==> src/inc/hwltc_pkg.sv <==
// Constants, types and register map of the external line trigger exposure controller.
// What this block does
// [RL1] Switch on and a camera control input selected: that input becomes the line trigger.
// [RL2] Edge select chooses whether rising or falling trigger edges are active.
// [RL3] An active edge while waiting for a trigger starts a line acquisition.
// [RL4] An accepted trigger clears the waiting-for-trigger status.
// [RL5] Waiting status returns by itself once a new trigger can be accepted.
// [RL6] Active edges arriving while not waiting are discarded as overtriggers, no line started.
// [RL7] Exactly one line is acquired per accepted trigger.
// [RL8] The trigger source should not exceed the maximum allowed line rate.
// [RL9] Two exposure styles exist: fixed length and trigger pulse width.
// [RL10] Fixed length exposure uses the exposure length, limited to 2.0 to 10000 us.
// [RL11] Fixed length exposure starts on the selected active edge.
// [RL12] Edges during a running fixed exposure neither restart nor extend it.
// [RL13] Pulse width, rising activation: expose from rising edge to next falling edge.
// [RL14] Pulse width, falling activation: expose from falling edge to next rising edge.
// [RL15] Trigger pulse lasts at least 2.0 us; no upper exposure limit.
// [RL16] Pulse width style uses the overlap exposure limit to raise trigger ready.
// [RL17] Controller sets the overlap limit to its shortest intended exposure.
// [RL18] Controller disables internal line period generation for external triggering.
// [RL19] The frame grabber drives trigger pulses onto the selected input.
// [RL20] Exposure length counts whole time base ticks of 100 ns.
// [RL21] Ready status reads 1 when a trigger can be accepted, else 0.
// [RL22] Start delay 1.5 us, end delay 1.2 us, each plus debouncer setting.
package hwltc_pkg;
   localparam int CLK_PERIOD_NS = 20;
   localparam int TICK_NS = 100;
   localparam int TICK_CYC = (TICK_NS + CLK_PERIOD_NS - 1) / CLK_PERIOD_NS;
   localparam int EXP_MIN_NS = 2000;
   localparam int EXP_MAX_NS = 10000000;
   localparam int START_DLY_NS = 1500;
   localparam int END_DLY_NS = 1200;
   localparam int EXP_MIN_TICKS = (EXP_MIN_NS + TICK_NS - 1) / TICK_NS;
   localparam int EXP_MAX_TICKS = EXP_MAX_NS / TICK_NS;
   localparam int START_TICKS = (START_DLY_NS + TICK_NS - 1) / TICK_NS;
   localparam int END_TICKS = (END_DLY_NS + TICK_NS - 1) / TICK_NS;
   localparam int DIV_W = 3;
   localparam int CNT_W = 24;
   localparam int EXP_W = 17;
   localparam int DEB_W = 10;
   localparam int CFG_W = 6;
   localparam logic [7:0] ADDR_CTRL = 8'h00;
   localparam logic [7:0] ADDR_EXP = 8'h04;
   localparam logic [7:0] ADDR_OVL = 8'h08;
   localparam logic [7:0] ADDR_DEB = 8'h0c;
   localparam logic [7:0] ADDR_STAT = 8'h10;
   localparam logic [7:0] ADDR_LINES = 8'h14;
   localparam logic [CFG_W-1:0] CTRL_RST = 6'h00;
   localparam logic [EXP_W-1:0] EXP_RST = 17'h00bb8;
   localparam logic [EXP_W-1:0] OVL_RST = 17'h00014;
   localparam logic [DEB_W-1:0] DEB_RST = 10'h000;
   localparam int STAT_WAIT_BIT = 0;
   localparam int STAT_EXP_BIT = 1;
   localparam int STAT_OVT_BIT = 2;
   localparam int STAT_SHORT_BIT = 3;

   // Field order from bit 0 upward: switch, input select (2), edge, style, line period enable.
   typedef struct packed {
      logic lpen;
      logic style_width;
      logic edge_fall;
      logic [1:0] sel;
      logic sw;
   } hwltc_cfg_t;

   typedef struct packed {
      logic exposing;
      logic ready;
      logic line_start;
      logic overtrig;
   } hwltc_stat_t;

   typedef enum logic [1:0] {
      ST_WAIT,
      ST_TIMED,
      ST_WIDTH,
      ST_TAIL
   } hwltc_state_t;
endpackage

==> src/rtl/hwltc_edge.sv <==
// Trigger input selector and edge detector.
`timescale 1ns/1ps
module hwltc_edge (
   input wire logic pclk,          // System clock.
   input wire logic presetn,       // Asynchronous reset, active low.
   input wire logic [3:0] cc_in,   // Camera control inputs.
   input wire logic [1:0] sel,     // Selected input.
   output logic rise,              // Rising edge pulse.
   output logic fall               // Falling edge pulse.
);
   logic [1:0] sel_r;
   logic prev_r;
   logic rise_r;
   logic fall_r;
   wire cur = cc_in[sel];
   // A change of selection must not look like an edge.
   wire sel_same = (sel == sel_r);

   // [RL1] Selected input use.
   always_ff @(posedge pclk or negedge presetn) begin
      if (!presetn) begin
         sel_r <= 2'h0;
         prev_r <= 1'b0;
         rise_r <= 1'b0;
         fall_r <= 1'b0;
      end else begin
         sel_r <= sel;
         prev_r <= cur;
         rise_r <= sel_same & cur & ~prev_r;
         fall_r <= sel_same & ~cur & prev_r;
      end
   end

   assign rise = rise_r;
   assign fall = fall_r;
endmodule // hwltc_edge

==> src/rtl/hwltc_top.sv <==
// External line trigger exposure controller with APB register access.
`timescale 1ns/1ps
module hwltc_top #(
   parameter int EXP_MAX_TICKS = hwltc_pkg::EXP_MAX_TICKS
) (
   input wire logic pclk,                    // 50 MHz clock.
   input wire logic presetn,                 // Asynchronous reset, active low.
   input wire logic [7:0] paddr,             // APB address.
   input wire logic psel,                    // APB select.
   input wire logic penable,                 // APB enable.
   input wire logic pwrite,                  // APB direction.
   input wire logic [31:0] pwdata,           // APB write data.
   input wire logic [3:0] pstrb,             // APB byte strobes.
   output logic [31:0] prdata,               // APB read data.
   output logic pready,                      // APB ready.
   output logic pslverr,                     // APB error for unmapped address.
   input wire logic [3:0] cc_in,             // Camera control inputs.
   output hwltc_pkg::hwltc_stat_t line_status // Exposure and trigger status.
);
   localparam logic [hwltc_pkg::EXP_W-1:0] EXP_MIN = hwltc_pkg::EXP_W'(hwltc_pkg::EXP_MIN_TICKS);
   localparam logic [hwltc_pkg::EXP_W-1:0] EXP_MAX = hwltc_pkg::EXP_W'(EXP_MAX_TICKS);
   localparam logic [hwltc_pkg::DIV_W-1:0] DIV_LAST = hwltc_pkg::DIV_W'(hwltc_pkg::TICK_CYC - 1);
   localparam logic [hwltc_pkg::CNT_W-1:0] START_T = hwltc_pkg::CNT_W'(hwltc_pkg::START_TICKS);
   localparam logic [hwltc_pkg::CNT_W-1:0] END_T = hwltc_pkg::CNT_W'(hwltc_pkg::END_TICKS);
   localparam logic [hwltc_pkg::CNT_W-1:0] MIN_T = hwltc_pkg::CNT_W'(hwltc_pkg::EXP_MIN_TICKS);

   function automatic logic [31:0] wmerge(input logic [31:0] old, input logic [31:0] wd,
                                          input logic [3:0] st);
      logic [31:0] res;
      res = old;
      for (int b = 0; b < 4; b++) begin
         if (st[b]) begin
            res[8*b +: 8] = wd[8*b +: 8];
         end
      end
      return res;
   endfunction

   function automatic logic [hwltc_pkg::CNT_W-1:0] sat_inc(input logic [hwltc_pkg::CNT_W-1:0] v);
      return (&v) ? v : v + 24'h000001;
   endfunction

   hwltc_pkg::hwltc_cfg_t cfg_r;
   logic [hwltc_pkg::EXP_W-1:0] exp_r;
   logic [hwltc_pkg::EXP_W-1:0] ovl_r;
   logic [hwltc_pkg::DEB_W-1:0] deb_r;
   logic ovt_r;
   logic short_r;
   logic [31:0] lines_r;
   logic [31:0] prdata_r;
   hwltc_pkg::hwltc_state_t state_r;
   hwltc_pkg::hwltc_state_t state_nxt;
   logic [hwltc_pkg::DIV_W-1:0] tdiv_r;
   logic [hwltc_pkg::DIV_W-1:0] tdiv_nxt;
   logic [hwltc_pkg::CNT_W-1:0] t_cnt_r;
   logic [hwltc_pkg::CNT_W-1:0] t_cnt_nxt;
   logic [hwltc_pkg::CNT_W-1:0] e_cnt_r;
   logic [hwltc_pkg::CNT_W-1:0] e_cnt_nxt;
   logic exp_on_r;
   logic exp_nxt;
   logic line_start_r;
   logic ovt_pulse_r;
   logic rise;
   logic fall;

   hwltc_edge u_edge (
      .pclk(pclk),
      .presetn(presetn),
      .cc_in(cc_in),
      .sel(cfg_r.sel),
      .rise(rise),
      .fall(fall)
   );

   // Bus decode.
   wire setup_cyc = psel & ~penable;
   wire wr_en = psel & penable & pwrite;
   wire hit_ctrl = (paddr == hwltc_pkg::ADDR_CTRL);
   wire hit_exp = (paddr == hwltc_pkg::ADDR_EXP);
   wire hit_ovl = (paddr == hwltc_pkg::ADDR_OVL);
   wire hit_deb = (paddr == hwltc_pkg::ADDR_DEB);
   wire hit_stat = (paddr == hwltc_pkg::ADDR_STAT);
   wire hit_lines = (paddr == hwltc_pkg::ADDR_LINES);
   wire hit_any = hit_ctrl | hit_exp | hit_ovl | hit_deb | hit_stat | hit_lines;
   wire [31:0] wm_ctrl = wmerge({26'h0, cfg_r}, pwdata, pstrb);
   wire [31:0] wm_exp = wmerge({15'h0, exp_r}, pwdata, pstrb);
   wire [31:0] wm_ovl = wmerge({15'h0, ovl_r}, pwdata, pstrb);
   wire [31:0] wm_deb = wmerge({22'h0, deb_r}, pwdata, pstrb);
   wire [31:0] wm_stat = wmerge(32'h0, pwdata, pstrb);
   wire clr_ovt = wr_en & hit_stat & wm_stat[hwltc_pkg::STAT_OVT_BIT];
   wire clr_short = wr_en & hit_stat & wm_stat[hwltc_pkg::STAT_SHORT_BIT];

   // [RL10] Exposure length clamp.
   wire [hwltc_pkg::EXP_W-1:0] exp_eff = (exp_r < EXP_MIN) ? EXP_MIN :
                                         (exp_r > EXP_MAX) ? EXP_MAX : exp_r;
   // [RL22] Start and end delays.
   wire [hwltc_pkg::CNT_W-1:0] start_dly = START_T + {14'h0, deb_r};
   wire [hwltc_pkg::CNT_W-1:0] end_dly = END_T + {14'h0, deb_r};
   // [RL20] Exposure in ticks.
   wire [hwltc_pkg::CNT_W-1:0] timed_end = {7'h0, exp_eff} + end_dly;

   // [RL1] Trigger source enable.
   wire ext_mode = cfg_r.sw & ~cfg_r.lpen;
   // [RL2] Active edge choice.
   wire act_edge = cfg_r.edge_fall ? fall : rise;
   // [RL13] [RL14] Opposite edge ends pulse.
   wire inact_edge = cfg_r.edge_fall ? rise : fall;
   // [RL16] Overlap limit reached.
   wire ovl_ok = (t_cnt_r >= {7'h0, ovl_r});
   // [RL5] Waiting status returns.
   wire ready_int = (state_r == hwltc_pkg::ST_WAIT) |
                    ((state_r == hwltc_pkg::ST_TAIL) & ovl_ok);
   wire ready = ext_mode & ready_int;
   // [RL3] Trigger accepted.
   wire accept = ready & act_edge;
   // [RL6] Overtrigger detected.
   wire ovt_evt = ext_mode & act_edge & ~ready_int;
   wire tick_en = (tdiv_r == DIV_LAST);
   wire tail_go = (state_r == hwltc_pkg::ST_WIDTH) & inact_edge;
   wire short_evt = tail_go & (t_cnt_nxt < MIN_T);

   // Tick divider restarts at each timing origin so delays are cycle exact.
   assign tdiv_nxt = (accept | tail_go | tick_en) ? 3'h0 : tdiv_r + 3'h1;
   assign t_cnt_nxt = accept ? 24'h000000 :
                      (tick_en & (state_r != hwltc_pkg::ST_WAIT)) ? sat_inc(t_cnt_r) : t_cnt_r;
   assign e_cnt_nxt = tail_go ? 24'h000000 :
                      (tick_en & (state_r == hwltc_pkg::ST_TAIL)) ? sat_inc(e_cnt_r) : e_cnt_r;

   always_comb begin
      state_nxt = state_r;
      case (state_r)
         hwltc_pkg::ST_WAIT: begin
            // [RL9] Exposure style select.
            if (accept) begin
               state_nxt = cfg_r.style_width ? hwltc_pkg::ST_WIDTH : hwltc_pkg::ST_TIMED;
            end
         end
         hwltc_pkg::ST_TIMED: begin
            // [RL12] Ignore edges while exposing.
            if (t_cnt_nxt >= timed_end) begin
               state_nxt = hwltc_pkg::ST_WAIT;
            end
         end
         hwltc_pkg::ST_WIDTH: begin
            // [RL15] No upper exposure limit.
            if (inact_edge) begin
               state_nxt = hwltc_pkg::ST_TAIL;
            end
         end
         hwltc_pkg::ST_TAIL: begin
            if (accept) begin
               state_nxt = cfg_r.style_width ? hwltc_pkg::ST_WIDTH : hwltc_pkg::ST_TIMED;
            end else if (e_cnt_nxt >= end_dly) begin
               state_nxt = hwltc_pkg::ST_WAIT;
            end
         end
         default: begin
            state_nxt = hwltc_pkg::ST_WAIT;
         end
      endcase
      if (!ext_mode) begin
         state_nxt = hwltc_pkg::ST_WAIT;
      end
   end

   // [RL11] Exposure starts after the active edge.
   assign exp_nxt = (state_nxt != hwltc_pkg::ST_WAIT) & (t_cnt_nxt >= start_dly) &
                    ((state_nxt != hwltc_pkg::ST_TAIL) | (e_cnt_nxt < end_dly));

   // [RL4] Leave waiting on acceptance.
   always_ff @(posedge pclk or negedge presetn) begin
      if (!presetn) begin
         state_r <= hwltc_pkg::ST_WAIT;
         tdiv_r <= 3'h0;
         t_cnt_r <= 24'h000000;
         e_cnt_r <= 24'h000000;
         exp_on_r <= 1'b0;
      end else begin
         state_r <= state_nxt;
         tdiv_r <= tdiv_nxt;
         t_cnt_r <= t_cnt_nxt;
         e_cnt_r <= e_cnt_nxt;
         exp_on_r <= exp_nxt;
      end
   end

   // [RL7] One line per accepted trigger.
   always_ff @(posedge pclk or negedge presetn) begin
      if (!presetn) begin
         line_start_r <= 1'b0;
         ovt_pulse_r <= 1'b0;
         lines_r <= 32'h00000000;
      end else begin
         line_start_r <= accept;
         ovt_pulse_r <= ovt_evt;
         lines_r <= accept ? lines_r + 32'h00000001 : lines_r;
      end
   end

   // Sticky flags: a new event wins over a clear in the same cycle.
   always_ff @(posedge pclk or negedge presetn) begin
      if (!presetn) begin
         ovt_r <= 1'b0;
         short_r <= 1'b0;
      end else begin
         ovt_r <= ovt_evt | (ovt_r & ~clr_ovt);
         short_r <= short_evt | (short_r & ~clr_short);
      end
   end

   always_ff @(posedge pclk or negedge presetn) begin
      if (!presetn) begin
         cfg_r <= hwltc_pkg::hwltc_cfg_t'(hwltc_pkg::CTRL_RST);
         exp_r <= hwltc_pkg::EXP_RST;
         ovl_r <= hwltc_pkg::OVL_RST;
         deb_r <= hwltc_pkg::DEB_RST;
      end else if (wr_en) begin
         if (hit_ctrl) begin
            cfg_r <= hwltc_pkg::hwltc_cfg_t'(wm_ctrl[hwltc_pkg::CFG_W-1:0]);
         end
         if (hit_exp) begin
            exp_r <= wm_exp[hwltc_pkg::EXP_W-1:0];
         end
         if (hit_ovl) begin
            ovl_r <= wm_ovl[hwltc_pkg::EXP_W-1:0];
         end
         if (hit_deb) begin
            deb_r <= wm_deb[hwltc_pkg::DEB_W-1:0];
         end
      end
   end

   // [RL21] Ready status readback.
   wire [31:0] stat_word = {28'h0, short_r, ovt_r, exp_on_r, ready};
   wire [31:0] rd_mux = hit_ctrl ? {26'h0, cfg_r} :
                        hit_exp ? {15'h0, exp_r} :
                        hit_ovl ? {15'h0, ovl_r} :
                        hit_deb ? {22'h0, deb_r} :
                        hit_stat ? stat_word :
                        hit_lines ? lines_r : 32'h00000000;

   // Read data is captured in the setup cycle and held through the access cycle.
   always_ff @(posedge pclk or negedge presetn) begin
      if (!presetn) begin
         prdata_r <= 32'h00000000;
      end else if (setup_cyc & ~pwrite) begin
         prdata_r <= rd_mux;
      end
   end

   assign prdata = prdata_r;
   assign pready = 1'b1;
   assign pslverr = psel & penable & ~hit_any;
   assign line_status.exposing = exp_on_r;
   assign line_status.ready = ready;
   assign line_status.line_start = line_start_r;
   assign line_status.overtrig = ovt_pulse_r;

   // Helper counters for timing checks.
   logic [31:0] hc_acc_r;
   logic [31:0] hc_tail_r;
   logic timed_line_r;
   always_ff @(posedge pclk or negedge presetn) begin
      if (!presetn) begin
         hc_acc_r <= 32'h00000000;
         hc_tail_r <= 32'h00000000;
         timed_line_r <= 1'b0;
      end else begin
         hc_acc_r <= accept ? 32'h00000000 : hc_acc_r + 32'h00000001;
         hc_tail_r <= tail_go ? 32'h00000000 : hc_tail_r + 32'h00000001;
         timed_line_r <= accept ? ~cfg_r.style_width : timed_line_r;
      end
   end
endmodule // hwltc_top

==> config.mk <==
export PLATFORM = sky130hd
export DESIGN_NAME = hwltc_top
export DESIGN_NICKNAME = d
export VERILOG_FILES = /design/src/inc/hwltc_pkg.sv /design/src/rtl/hwltc_edge.sv /design/src/rtl/hwltc_top.sv
export SDC_FILE = /design/constraint.sdc
export NUM_CORES = 1
export LEC_CHECK = 0
export BUFFER_PORTS_ARGS = -buffer_cell sky130_fd_sc_hd__clkbuf_2
export CAP_MARGIN = 20
export CORE_MARGIN = 1.5
export CORE_UTILIZATION = 60
export DETAILED_ROUTE_END_ITERATION = 6
export HOLD_SLACK_MARGIN = 0.15
export PLACE_DENSITY_LB_ADDON = 0.1
export SYNTH_ARGS = -nofsm -noshare
export SYNTH_HDL_FRONTEND = slang
export SYNTH_SLANG_ARGS = --single-unit
==> constraint.sdc <==
create_clock -name pclk -period 5.6 [get_ports pclk]
set_clock_uncertainty 0.15 [all_clocks]
set_input_delay 1.12 -clock pclk [delete_from_list [all_inputs] [get_ports pclk]]
set_output_delay 1.12 -clock pclk [all_outputs]
set_load 0.1 [all_outputs]
======== Word-level counts from Yosys, hierarchy flattened ========
Index checks and enable logic that the tools add are counted.
storage, ports and cells
  bits in registers ....................... 177
  input bits .............................. 53
cells by class
  add/sub/neg operators ................... 7
  $lt $le $gt $ge ......................... 9
  eq/ne operators ......................... 11
  muxes and demuxes ....................... 28
  bitwise gates (word level) .............. 46
  reduce and logical (&&, ||, !) cells .... 15
operators by type and width
  operator                                                                        count
  32-bit 2-to-1 mux                                                               6
  24-bit 2-to-1 mux                                                               6
  24-bit by 1-bit adder with 24-bit output (second input constant)                2
  24-bit by 11-bit >= comparator with 1-bit output                                2
  24-bit AND reduction                                                            2
  17-bit 2-to-1 mux                                                               2
  32-bit by 1-bit adder with 32-bit output (second input constant)                1
  3-bit AND reduction                                                             9
  1-bit bitwise AND                                                               26
  24-bit by 17-bit >= comparator with 1-bit output                                1
  24-bit by 18-bit >= comparator with 1-bit output                                1
  24-bit by 11-bit less-than comparator with 1-bit output                         1
  24-bit by 5-bit less-than comparator with 1-bit output (second input constant)  1
  4-bit by 10-bit adder with 11-bit output (first input constant)                 2
  17-bit by 11-bit adder with 18-bit output                                       1
  17-bit > comparator (second input constant)                                     1
  17-bit by 5-bit less-than comparator with 1-bit output (second input constant)  1
  8-bit by 4-bit == test with 1-bit output (second input constant)                2
  8-bit by 5-bit == test with 1-bit output (second input constant)                2
  2-bit 2-to-1 mux                                                                7
  1-bit OR                                                                        11
  1-bit NOT                                                                       9
  8-bit by 3-bit == test with 1-bit output (second input constant)                1
  8-bit logical NOT                                                               1
  other kinds (14)                                                                18

======== Longest topological paths before layout ========
Gate-level depths: netlist (run 1).
  word-level depth ........................ 13
  mapped depth ............................ 29
  depth with buffers taken out ............ 29

======== Cells and area by module ========
A second synthesis (run 1) with hierarchy kept.
unflattened totals
  cell total of the unflattened synthesis .. 1164
  area, all modules ....................... 10815.4 µm²
modules (own cells, without submodules)
  module      times used  cells each  area an instance (µm²)  seq. area each (µm²)
  hwltc_top   1           1154        10626.4                 4315.4
  hwltc_edge  1           10          188.9                   125.1

======== Worst setup path before layout (run 1) ========
Ideal clock, no wire load.
  path kind ............................... flip-flop to flip-flop
  start point ............................. register exp_r[1] in the netlist's numbering
  end point ............................... register exp_on_r
  setup time .............................. 0.120 ns
  arrival ................................. 4.833 ns
  required time ........................... 5.330 ns
  slack ................................... 0.496 ns
  stages on the path, launching flop included .. 27
  cell sequence ........................... dfrtp_1 or4_1 o21a_1 o21a_1 o211ai_1 a21oi_1 clkbuf_1 o21ai_0 ha_1 nor2b_1 o21ai_0 a21oi_1 o21a_1 o21ai_0 a21oi_1 or2_2 a41oi_1 mux2i_1 ha_1 o21a_1 o21ai_0 a21oi_1 o21ai_0 nand2_1 o211ai_1 a31oi_1 o211a_1
on the way
  cells in the longest elaborated chain, start to end .. 11
  elaborated cells on any way between the ends .. 14
  those cells by class .................... add/sub: 1; order compare: 3; eq/ne: 1; mux: 5; bitwise: 3; reduce/logical: 1
ends and longest elaborated chain
  element                                                     line                                text
  start, declared                                             hwltc_top.sv:44                     logic [hwltc_pkg::EXP_W-1:0] exp_r;
  start signal, assigned                                      hwltc_top.sv:214                    exp_r <= hwltc_pkg::EXP_RST;
  start signal, assigned                                      hwltc_top.sv:222                    exp_r <= wm_exp[hwltc_pkg::EXP_W-1:0];
  17-bit > comparator                                         hwltc_top.sv:95                     (exp_r > EXP_MAX) ? EXP_MAX : exp_r;
  17-bit 2-to-1 mux                                           hwltc_top.sv:95
  17-bit 2-to-1 mux (*)                                       hwltc_top.sv:94                     wire [hwltc_pkg::EXP_W-1:0] exp_eff = (exp_r < EXP_MIN) ? EXP_MIN :
  17-bit by 11-bit adder with 18-bit output (*)               hwltc_top.sv:100                    wire [hwltc_pkg::CNT_W-1:0] timed_end = {7'h0, exp_eff} + end_dly;
  24-bit by 18-bit >= comparator with 1-bit output (*)        hwltc_top.sv:140                    if (t_cnt_nxt >= timed_end) begin
  2-bit 2-to-1 mux (*)                                        hwltc_top.sv:140
  2-bit one-hot mux with 4 select lines (*)                   hwltc_top.sv:131                    case (state_r)
  2-bit 2-to-1 mux (*)                                        hwltc_top.sv:161                    if (!ext_mode) begin
  2-bit != test / 2-bit nonzero test (equally long branches)  hwltc_top.sv:168, hwltc_top.sv:167
  1-bit OR / 1-bit bitwise AND (equally long branches)        hwltc_top.sv:168, hwltc_top.sv:167
  1-bit bitwise AND (*)                                       hwltc_top.sv:167                    assign exp_nxt = (state_nxt != hwltc_pkg::ST_WAIT) & (t_cnt_nxt >= start_dly) &
  via exp_nxt                                                 hwltc_top.sv:60                     logic exp_nxt;
  end signal, assigned                                        hwltc_top.sv:183                    exp_on_r <= exp_nxt;
  end, declared                                               hwltc_top.sv:59                     logic exp_on_r;
The timed path passes the listed nets; every way through them passes the cells marked *.
A chain may end at the register's enable or synchronous reset.

======== Final worst setup path (run 1) ========
  start point ............................. register exp_r[4] in the netlist's numbering
  end point ............................... register exp_on_r
The elaborated chain is that of the path after synthesis.

==> impl_metrics.prom, run 1 <==
# TYPE chip_impl_metric gauge
chip_impl_metric{name="grt_overflow",unit=""} 0
chip_impl_metric{name="utilization",unit="%"} 69.66
chip_impl_metric{name="slew-limit-headroom",unit="%"} 36.04
chip_impl_metric{name="total_via_count_after_detailed_routing",unit=""} 9162
chip_impl_metric{name="post_drt_via_cell_ratio",unit=""} 6.068
chip_impl_metric{name="yosysUniqueCellTypes",unit=""} 71
chip_impl_metric{name="post_synth.cell_area_avg",unit="µm²"} 9.246
chip_impl_metric{name="place.gp.congestion",unit=""} 0.9205
chip_impl_metric{name="power_density",unit="mW/mm²"} 235.3
chip_impl_info{name="run_status",value="completed"} 1
chip_impl_metric{name="top_level_ports",unit=""} 91
chip_impl_info{name="grt_setup_unrepaired",value="yes"} 1
chip_impl_metric{name="max_cap_viol_count",unit=""} 0
chip_impl_metric{name="grt_antenna_before_repair",unit=""} 1
chip_impl_info{name="ranking_of_synthesized_cells_by_area",value="sky130_fd_sc_hd__dfrtp_1 38%, sky130_fd_sc_hd__ha_1 8.5%, sky130_fd_sc_hd__xnor2_1 4.7%"} 1
chip_impl_metric{name="postRouteAntennaNets",unit=""} 0
chip_impl_metric{name="cts-root-to-sink-buffers",unit=""} 2
chip_impl_info{name="ctsRootBufferMaster",value="sky130_fd_sc_hd__clkbuf_16"} 1
chip_impl_metric{name="globalRouteMet3Util",unit="%"} 6.339
chip_impl_metric{name="timing_worst_slew_pin_value",unit="ns"} 0.9594
chip_impl_metric{name="crit_path_max_fanout",unit=""} 4
chip_impl_metric{name="buffer_ports.inserted",unit=""} 73
chip_impl_metric{name="clkSinkCount",unit=""} 177
chip_impl_metric{name="grtUsageMet1",unit="%"} 42.47
chip_impl_metric{name="floorplan.die.width",unit="µm"} 138.3
chip_impl_info{name="holdCritPathClass",value="register to register"} 1
chip_impl_metric{name="postPlaceCellArea",unit="mm²"} 0.01167
chip_impl_metric{name="stdcell_area",unit="mm²"} 0.01251
chip_impl_metric{name="crit_buf_inv",unit=""} 2
chip_impl_metric{name="cts-htree-levels",unit=""} 4
chip_impl_info{name="setup.worst_path.class",value="register to register"} 1
chip_impl_metric{name="post_cts_hold_buffer_count",unit=""} 0
chip_impl_metric{name="multi_input_area",unit="mm²"} 0.006238
chip_impl_info{name="yosys.area.top_type",value="sky130_fd_sc_hd__dfrtp_1"} 1
chip_impl_info{name="post_synth_most_frequent_cells",value="168 x sky130_fd_sc_hd__dfrtp_1, 134 x sky130_fd_sc_hd__nand2_1, 102 x sky130_fd_sc_hd__nor2_1, 75 x sky130_fd_sc_hd__ha_1, 65 x sky130_fd_sc_hd__nand3_1"} 1
chip_impl_metric{name="synth_cells",unit=""} 1187
chip_impl_metric{name="power.internal",unit="W"} 0.002081
chip_impl_info{name="most_used_flip_flop_cell_after_synthesis",value="sky130_fd_sc_hd__dfrtp_1"} 1
chip_impl_metric{name="first_global_vias",unit=""} 8619
chip_impl_info{name="setup.worst_path.start_class",value="register"} 1
chip_impl_metric{name="synth_enable_flop_cells",unit=""} 0
chip_impl_metric{name="critical_path_arrival",unit="ns"} 5.74
chip_impl_metric{name="drt_pre_antenna_iters",unit=""} 7
chip_impl_metric{name="fillCellCount",unit=""} 1409
chip_impl_metric{name="post_synth_instance_area",unit="mm²"} 0.01098
chip_impl_metric{name="postRouteWirelength",unit="µm"} 28640
chip_impl_metric{name="synthDominantCellAreaShare",unit="%"} 38.30
chip_impl_metric{name="post_route_drc_violation_count",unit=""} 0
chip_impl_info{name="timing.critical_path.slowest_stage_cell",value="sky130_fd_sc_hd__or4_4"} 1
chip_impl_info{name="critical_path.top_delay_family",value="compound AO/OA/AOI/OAI gates"} 1
chip_impl_metric{name="grt_max_degree",unit=""} 105
chip_impl_metric{name="diodes",unit=""} 0
chip_impl_metric{name="gr_met2_demand_resource",unit="%"} 47.08
chip_impl_metric{name="period_needed",unit="ns"} 5.560
chip_impl_metric{name="place.detailed.hpwl",unit="µm"} 21450
chip_impl_metric{name="die_h",unit="µm"} 138.3
chip_impl_metric{name="layout.nets",unit=""} 1397
chip_impl_metric{name="power_switching",unit="W"} 0.0008629
chip_impl_metric{name="final.period_utilization",unit="%"} 99.28
chip_impl_metric{name="final.setup.tns",unit="ns"} 0
chip_impl_metric{name="area_growth_syn_to_layout",unit="%"} 14.01
chip_impl_metric{name="power.share.switching",unit="%"} 29.31
chip_impl_metric{name="power_leakage",unit="nW"} 5.998
chip_impl_metric{name="initial_core_util",unit="%"} 61.10
chip_impl_metric{name="maxClockFrequency",unit="MHz"} 179.9
chip_impl_metric{name="sequentialPowerShare",unit="%"} 45.4
chip_impl_metric{name="grt_usage",unit="%"} 29.99
chip_impl_metric{name="ir_worst_vdd",unit="mV"} 0.2788
chip_impl_metric{name="ff_latch_area",unit="mm²"} 0.004441
chip_impl_metric{name="routedWlPerCell",unit="µm"} 18.97
chip_impl_info{name="busiest_layer",value="met2"} 1
chip_impl_metric{name="power.share.clock",unit="%"} 43.6
chip_impl_metric{name="sequential_cell_area_fraction_in_the_yosys_report",unit="%"} 40.46
chip_impl_metric{name="worst-endpoint-required",unit="ns"} 5.78
chip_impl_info{name="synthMostInstantiatedCell",value="sky130_fd_sc_hd__dfrtp_1"} 1
chip_impl_metric{name="timing.critical_path.slowest_cell_delay",unit="ns"} 0.51
chip_impl_metric{name="yosysWarnings",unit=""} 0
chip_impl_metric{name="layout-drive-gt1-share",unit="%"} 18.58
chip_impl_metric{name="path_clk_slew",unit="ns"} 0.08
chip_impl_metric{name="finalHoldViolations",unit=""} 0
chip_impl_metric{name="drt-initial-drc-count",unit=""} 742
chip_impl_metric{name="grt_pass1_wl",unit="µm"} 45200
chip_impl_metric{name="insertion_delay_of_the_later_clocked_pin_in_the_worst_skew_pair",unit="ns"} 0.44
chip_impl_metric{name="final-max-slew-violation-count",unit=""} 0
chip_impl_metric{name="setup_viol",unit=""} 0
chip_impl_metric{name="core.rowCount",unit=""} 49
chip_impl_metric{name="cts-buffers-inserted",unit=""} 17
chip_impl_info{name="cts_tree",value="done"} 1
chip_impl_metric{name="asyncSetResetFlopFracSynth",unit="%"} 100.0
chip_impl_metric{name="placeableCoreArea",unit="mm²"} 0.01796
chip_impl_metric{name="combinational_cell_fraction_of_total_power",unit="%"} 11.0
chip_impl_metric{name="register_bit_count_reported_by_yosys",unit=""} 177
chip_impl_metric{name="design.die.area",unit="mm²"} 0.01911
chip_impl_info{name="critPathCaptureType",value="register"} 1
repair_timing:
action / 4_1_cts / 5_1_grt
gates resized for setup: 7 / 27
endpoints found under the setup margin: 2 / 2
pin swaps: 2 / 24
setup buffers: 0 / 4
power groups by stage:
stage | Clock, W | Sequential (W) | Combinational, W
detailed placement | 0 | 0.00136 | 0.000317
floorplan | 0 | 0.00148 | 0.0000979
CTS | 0.00129 | 0.00134 | 0.000319
global route | 0.00135 | 0.00134 | 0.000349
global placement | 0 | 0.00136 | 0.000314
finish | 0.00128 | 0.00134 | 0.000323
placed cells by master (no fill, tap or decap), types with 10 or more instances in the layout:
cell type,n
sky130_fd_sc_hd__and3_1,19
sky130_fd_sc_hd__dfrtp_1,168
sky130_fd_sc_hd__ha_1,74
sky130_fd_sc_hd__xnor2_1,59
sky130_fd_sc_hd__o21ai_0,48
sky130_fd_sc_hd__nor2_1,102
sky130_fd_sc_hd__buf_4,37
sky130_fd_sc_hd__nand4_1,38
sky130_fd_sc_hd__or2_2,10
sky130_fd_sc_hd__nor3b_1,10
sky130_fd_sc_hd__a21oi_1,48
sky130_fd_sc_hd__nor3_1,14
sky130_fd_sc_hd__mux2_2,34
sky130_fd_sc_hd__clkbuf_16,17
sky130_fd_sc_hd__and2_1,17
sky130_fd_sc_hd__a221oi_1,15
sky130_fd_sc_hd__mux2i_1,18
sky130_fd_sc_hd__nand3_1,65
sky130_fd_sc_hd__nand2b_1,13
sky130_fd_sc_hd__clkbuf_2,72
sky130_fd_sc_hd__nand2_1,134
sky130_fd_sc_hd__a21o_1,13
sky130_fd_sc_hd__xor2_1,39
sky130_fd_sc_hd__inv_1,48
final timing paths:
kind                                to  cells after the start     startpoint  slack [ns]
max reg2reg                   exp_on_r                     28       exp_r[4]        0.04
max                           exp_on_r                     28       exp_r[4]        0.04
min in group asynchronous  e_cnt_r[20]                      1        presetn        0.63
max in group asynchronous     exp_r[9]                      2        presetn        3.57
min reg2reg                u_edge.rise                      1  u_edge.prev_r        0.28
min                        u_edge.rise                      1  u_edge.prev_r        0.28
registers in the layout, summed over array words and instances, names as in the netlist:
name,flops
u_edge.fall,1
lines_r,32
ovt_pulse_r,1
state_r,2
u_edge.prev_r,1
deb_r,10
short_r,1
line_start_r,1
tdiv_r,3
ovl_r,17
cfg_r,6
prdata,32
e_cnt_r,24
ovt_r,1
u_edge.rise,1
exp_on_r,1
u_edge.sel_r,2
t_cnt_r,24
exp_r,17
cell type report:
class	instances	share of cell area, %
Multi-Input combinational cell	908	49.85
Inverter	51	1.530
Timing Repair Buffer	113	5.719
Tap cell	229	2.290
Clock inverter	15	1.720
Clock buffer	17	3.400
Sequential cell	177	35.49
routing by layer:
layer	vias up	part of all wire [%]
met5	-	0
met3	39	6.3
met2	283	47
li1	4395	-
met4	0	1.9
met1	4445	45
metrics by stage:
step	std cells	worst slack, ns	hold slack (ns)	power, W
floorplan	1188	0.4962	0.2489	0.001582
global placement	1472	-0.09989	0.2631	0.001674
detailed placement	1472	-0.1525	0.2677	0.001679
CTS	1504	0.003473	0.2818	0.002950
global route	1510	-0.2247	0.3037	0.003043
finish	1510	0.04021	0.2827	0.002944
kinds of logic (layout without fill, tap and decap cells):
family,Yosys count,in the layout,share of synthesized area [%]
mux,53,53,5.335
other cells,1,2,0.03417
fa+ha+maj,76,76,8.732
xor+xnor,98,98,7.820
flops,177,177,40.46
simple gates,477,477,21.68
compound gates,202,202,12.10
buf+inv,103,196,3.842
Power figures use the tool's default switching activity.
==> inputs of run 2 (changes only) <==
- CORE_MARGIN: 1.5 -> 2
- clock period: 5.6 -> 5.55 ns (I/O delays scaled with it)
==> run 2 against run 1 <==
Sequential share of layout area grew 0.22 points. Non-clock buffer count shrank 4. Die area grew 1.5%. Sequential cell count is the same. Via count shrank 0.91%. Critical path type unchanged.
==> impl_metrics.prom, run 2 (same netlist as run 1, synthesis figures left out) <==
# TYPE chip_impl_metric gauge
chip_impl_metric{name="post_cts_hold_buffer_count",unit=""} 0
chip_impl_metric{name="slew-limit-headroom",unit="%"} 37.97
chip_impl_metric{name="period_needed",unit="ns"} 5.545
chip_impl_info{name="timing.critical_path.slowest_stage_cell",value="sky130_fd_sc_hd__or4_1"} 1
chip_impl_info{name="setup.worst_path.class",value="register to register"} 1
chip_impl_metric{name="crit_buf_inv",unit=""} 2
chip_impl_metric{name="routedWlPerCell",unit="µm"} 18.93
chip_impl_metric{name="area_growth_syn_to_layout",unit="%"} 13.31
chip_impl_metric{name="grt_overflow",unit=""} 0
chip_impl_info{name="setup.worst_path.start_class",value="register"} 1
chip_impl_info{name="critPathCaptureType",value="register"} 1
chip_impl_info{name="grt_setup_unrepaired",value="yes"} 1
chip_impl_info{name="ctsRootBufferMaster",value="sky130_fd_sc_hd__clkbuf_16"} 1
chip_impl_metric{name="floorplan.die.width",unit="µm"} 139.3
chip_impl_info{name="most-common-layout-cells",value="168 x sky130_fd_sc_hd__dfrtp_1, 134 x sky130_fd_sc_hd__nand2_1, 102 x sky130_fd_sc_hd__nor2_1, 74 x sky130_fd_sc_hd__ha_1, 72 x sky130_fd_sc_hd__clkbuf_2"} 1
chip_impl_metric{name="placeableCoreArea",unit="mm²"} 0.01796
chip_impl_metric{name="die_h",unit="µm"} 139.3
chip_impl_metric{name="min_path_cells",unit=""} 1
chip_impl_info{name="critical_path.top_delay_family",value="compound AO/OA/AOI/OAI gates"} 1
chip_impl_metric{name="worst-endpoint-required",unit="ns"} 5.73
chip_impl_metric{name="crit_path_max_fanout",unit=""} 3
chip_impl_metric{name="maxClockFrequency",unit="MHz"} 180.3
chip_impl_metric{name="clkSinkCount",unit=""} 177
chip_impl_metric{name="top_level_ports",unit=""} 91
chip_impl_metric{name="timing_worst_slew_pin_value",unit="ns"} 0.9305
chip_impl_metric{name="total_via_count_after_detailed_routing",unit=""} 9079
chip_impl_info{name="worst_hold_path.endpoint",value="u_edge.rise"} 1
chip_impl_metric{name="drt_pre_antenna_iters",unit=""} 6
chip_impl_metric{name="place_inst",unit=""} 1472
chip_impl_info{name="reg2reg_to",value="exp_on_r"} 1
chip_impl_metric{name="layout.nets",unit=""} 1393
chip_impl_info{name="run_status",value="completed"} 1
chip_impl_metric{name="insertion_delay_of_the_later_clocked_pin_in_the_worst_skew_pair",unit="ns"} 0.44
chip_impl_metric{name="final_critical_path_setup_slack",unit="ns"} 0.005054
chip_impl_metric{name="post_route_drc_violation_count",unit=""} 0
chip_impl_metric{name="layout-drive-gt1-share",unit="%"} 18.17
chip_impl_metric{name="grt_max_degree",unit=""} 163
chip_impl_metric{name="setup_viol",unit=""} 0
chip_impl_metric{name="place.gp.congestion",unit=""} 0.9616
chip_impl_metric{name="final.period_utilization",unit="%"} 99.91
chip_impl_metric{name="drt-initial-drc-count",unit=""} 778
chip_impl_info{name="most_common_library_cell_in_the_layout_ignoring_fill_and_taps",value="sky130_fd_sc_hd__dfrtp_1"} 1
chip_impl_metric{name="grt_usage",unit="%"} 30.07
chip_impl_info{name="timing.hold.worst.start",value="u_edge.prev_r"} 1
chip_impl_metric{name="final.setup.tns",unit="ns"} 0
chip_impl_metric{name="timing.critical_path.slowest_cell_delay",unit="ns"} 0.52
chip_impl_metric{name="core.rowCount",unit=""} 49
chip_impl_metric{name="ir_worst_vdd",unit="mV"} 0.2582
chip_impl_metric{name="diodes",unit=""} 0
chip_impl_metric{name="pre_cts_slack",unit="ns"} -0.3069
chip_impl_metric{name="reg2regPathDepth",unit=""} 29
chip_impl_metric{name="path_clk_slew",unit="ns"} 0.08
chip_impl_info{name="timing.critical_path.mode_cell",value="sky130_fd_sc_hd__o21a_1"} 1
chip_impl_metric{name="postRouteAntennaNets",unit=""} 0
chip_impl_metric{name="buffer_ports.inserted",unit=""} 73
chip_impl_metric{name="power_leakage",unit="nW"} 5.951
chip_impl_metric{name="cts-root-to-sink-buffers",unit=""} 2
chip_impl_metric{name="first_global_vias",unit=""} 8830
chip_impl_metric{name="post_drt_via_cell_ratio",unit=""} 6.029
chip_impl_metric{name="utilization",unit="%"} 69.23
chip_impl_metric{name="grt_antenna_before_repair",unit=""} 2
chip_impl_metric{name="initial_core_util",unit="%"} 61.10
chip_impl_metric{name="postPlaceCellArea",unit="mm²"} 0.01168
chip_impl_metric{name="cts-htree-levels",unit=""} 4
chip_impl_info{name="cts_tree",value="done"} 1
chip_impl_metric{name="place.detailed.hpwl",unit="µm"} 21370
chip_impl_info{name="crit_path_start",value="exp_r[4]"} 1
chip_impl_metric{name="final-max-slew-violation-count",unit=""} 0
chip_impl_metric{name="grt_pass1_wl",unit="µm"} 46130
chip_impl_metric{name="postRouteWirelength",unit="µm"} 28500
chip_impl_metric{name="cts-buffers-inserted",unit=""} 17
chip_impl_metric{name="finalHoldViolations",unit=""} 0
chip_impl_metric{name="power_density",unit="mW/mm²"} 231.0
chip_impl_metric{name="design.die.area",unit="mm²"} 0.01939
chip_impl_metric{name="critical_path_arrival",unit="ns"} 5.72
chip_impl_metric{name="max_cap_viol_count",unit=""} 0
chip_impl_metric{name="instances_no_fill",unit=""} 1506
chip_impl_metric{name="reg_to_reg_setup_timing_slack",unit="ns"} 0.005
chip_impl_metric{name="stdcell_area",unit="mm²"} 0.01244
chip_impl_info{name="holdCritPathClass",value="register to register"} 1
chip_impl_info{name="reg_to_reg_startpoint",value="exp_r[4]"} 1
-- run 2: cell types whose count changed in the layout (fill, tap and decap cells not counted), moves of 2 or more --
cell	before	now
sky130_fd_sc_hd__buf_4	37	32
sky130_fd_sc_hd__bufinv_16	2	0
sky130_fd_sc_hd__clkinv_4	2	4
sky130_fd_sc_hd__inv_8	5	7
sky130_fd_sc_hd__o21ai_0	48	50
-- run 2: worst max path at each step --
stage	slack (ns)	cells after the start	end
detailed placement	-0.31	29	exp_on_r
CTS	0.001	28	exp_on_r
global route	-0.27	29	exp_on_r
floorplan	0.45	26	exp_on_r
finish	0.005	29	exp_on_r
global placement	-0.20	30	exp_on_r
-- run 2: area by class of cell --
cell class	count	area, µm²
clock inverter	15	161.4
tap	229	286.5
clock buffer	17	425.4
sequential	177	4441
fill	1451	5527
multi-input combinational	908	6246
timing repair buffer	109	685.7
inverter	51	191.4
-- run 2: power breakdown --
group	internal (W)	switching [W]	total, W
clock	0.000604	0.000590	0.00119
combinational	0.0000779	0.000251	0.000329
sequential	0.00132	0.0000253	0.00135
total	0.00201	0.000867	0.00287
-- run 2: per-stage QoR --
stage	hold slack (ns)	total power (W)
final	0.2817	0.002872
after floorplan	0.2489	0.001596
after CTS	0.2836	0.002887
after global routing	0.2968	0.002967
after global placement	0.2626	0.001689
after detailed placement	0.2689	0.001697
-- run 2: what timing repair did --
item / in CTS / in global routing
endpoints found under the setup margin: 2 / 2
setup buffers: 0 / 1
gates resized for setup: 14 / 17
pin swaps: 9 / 19
-- run 2: worst reg2reg max path, delay by kind of cell, from the launching register on --
kind	cells	cell delay, ns
mux	1	0.23
flops	1	0.37
buf+inv	2	0.20
compound gates	17	2.47
simple gates	6	1.25
fa+ha+maj	3	0.77
-- run 2: per-layer routing --
layer | wire length [µm] | vias to the layer above | GRT usage (%) | share of wire, %
li1 | - | 4369 | - | -
met1 | 12940 | 4383 | 41.91 | 45
met2 | 13190 | 277 | 47.45 | 46
met3 | 1768 | 48 | 5.884 | 6.2
met4 | 594 | 2 | 10.21 | 2.1
met5 | 13 | - | 0 | 0.046
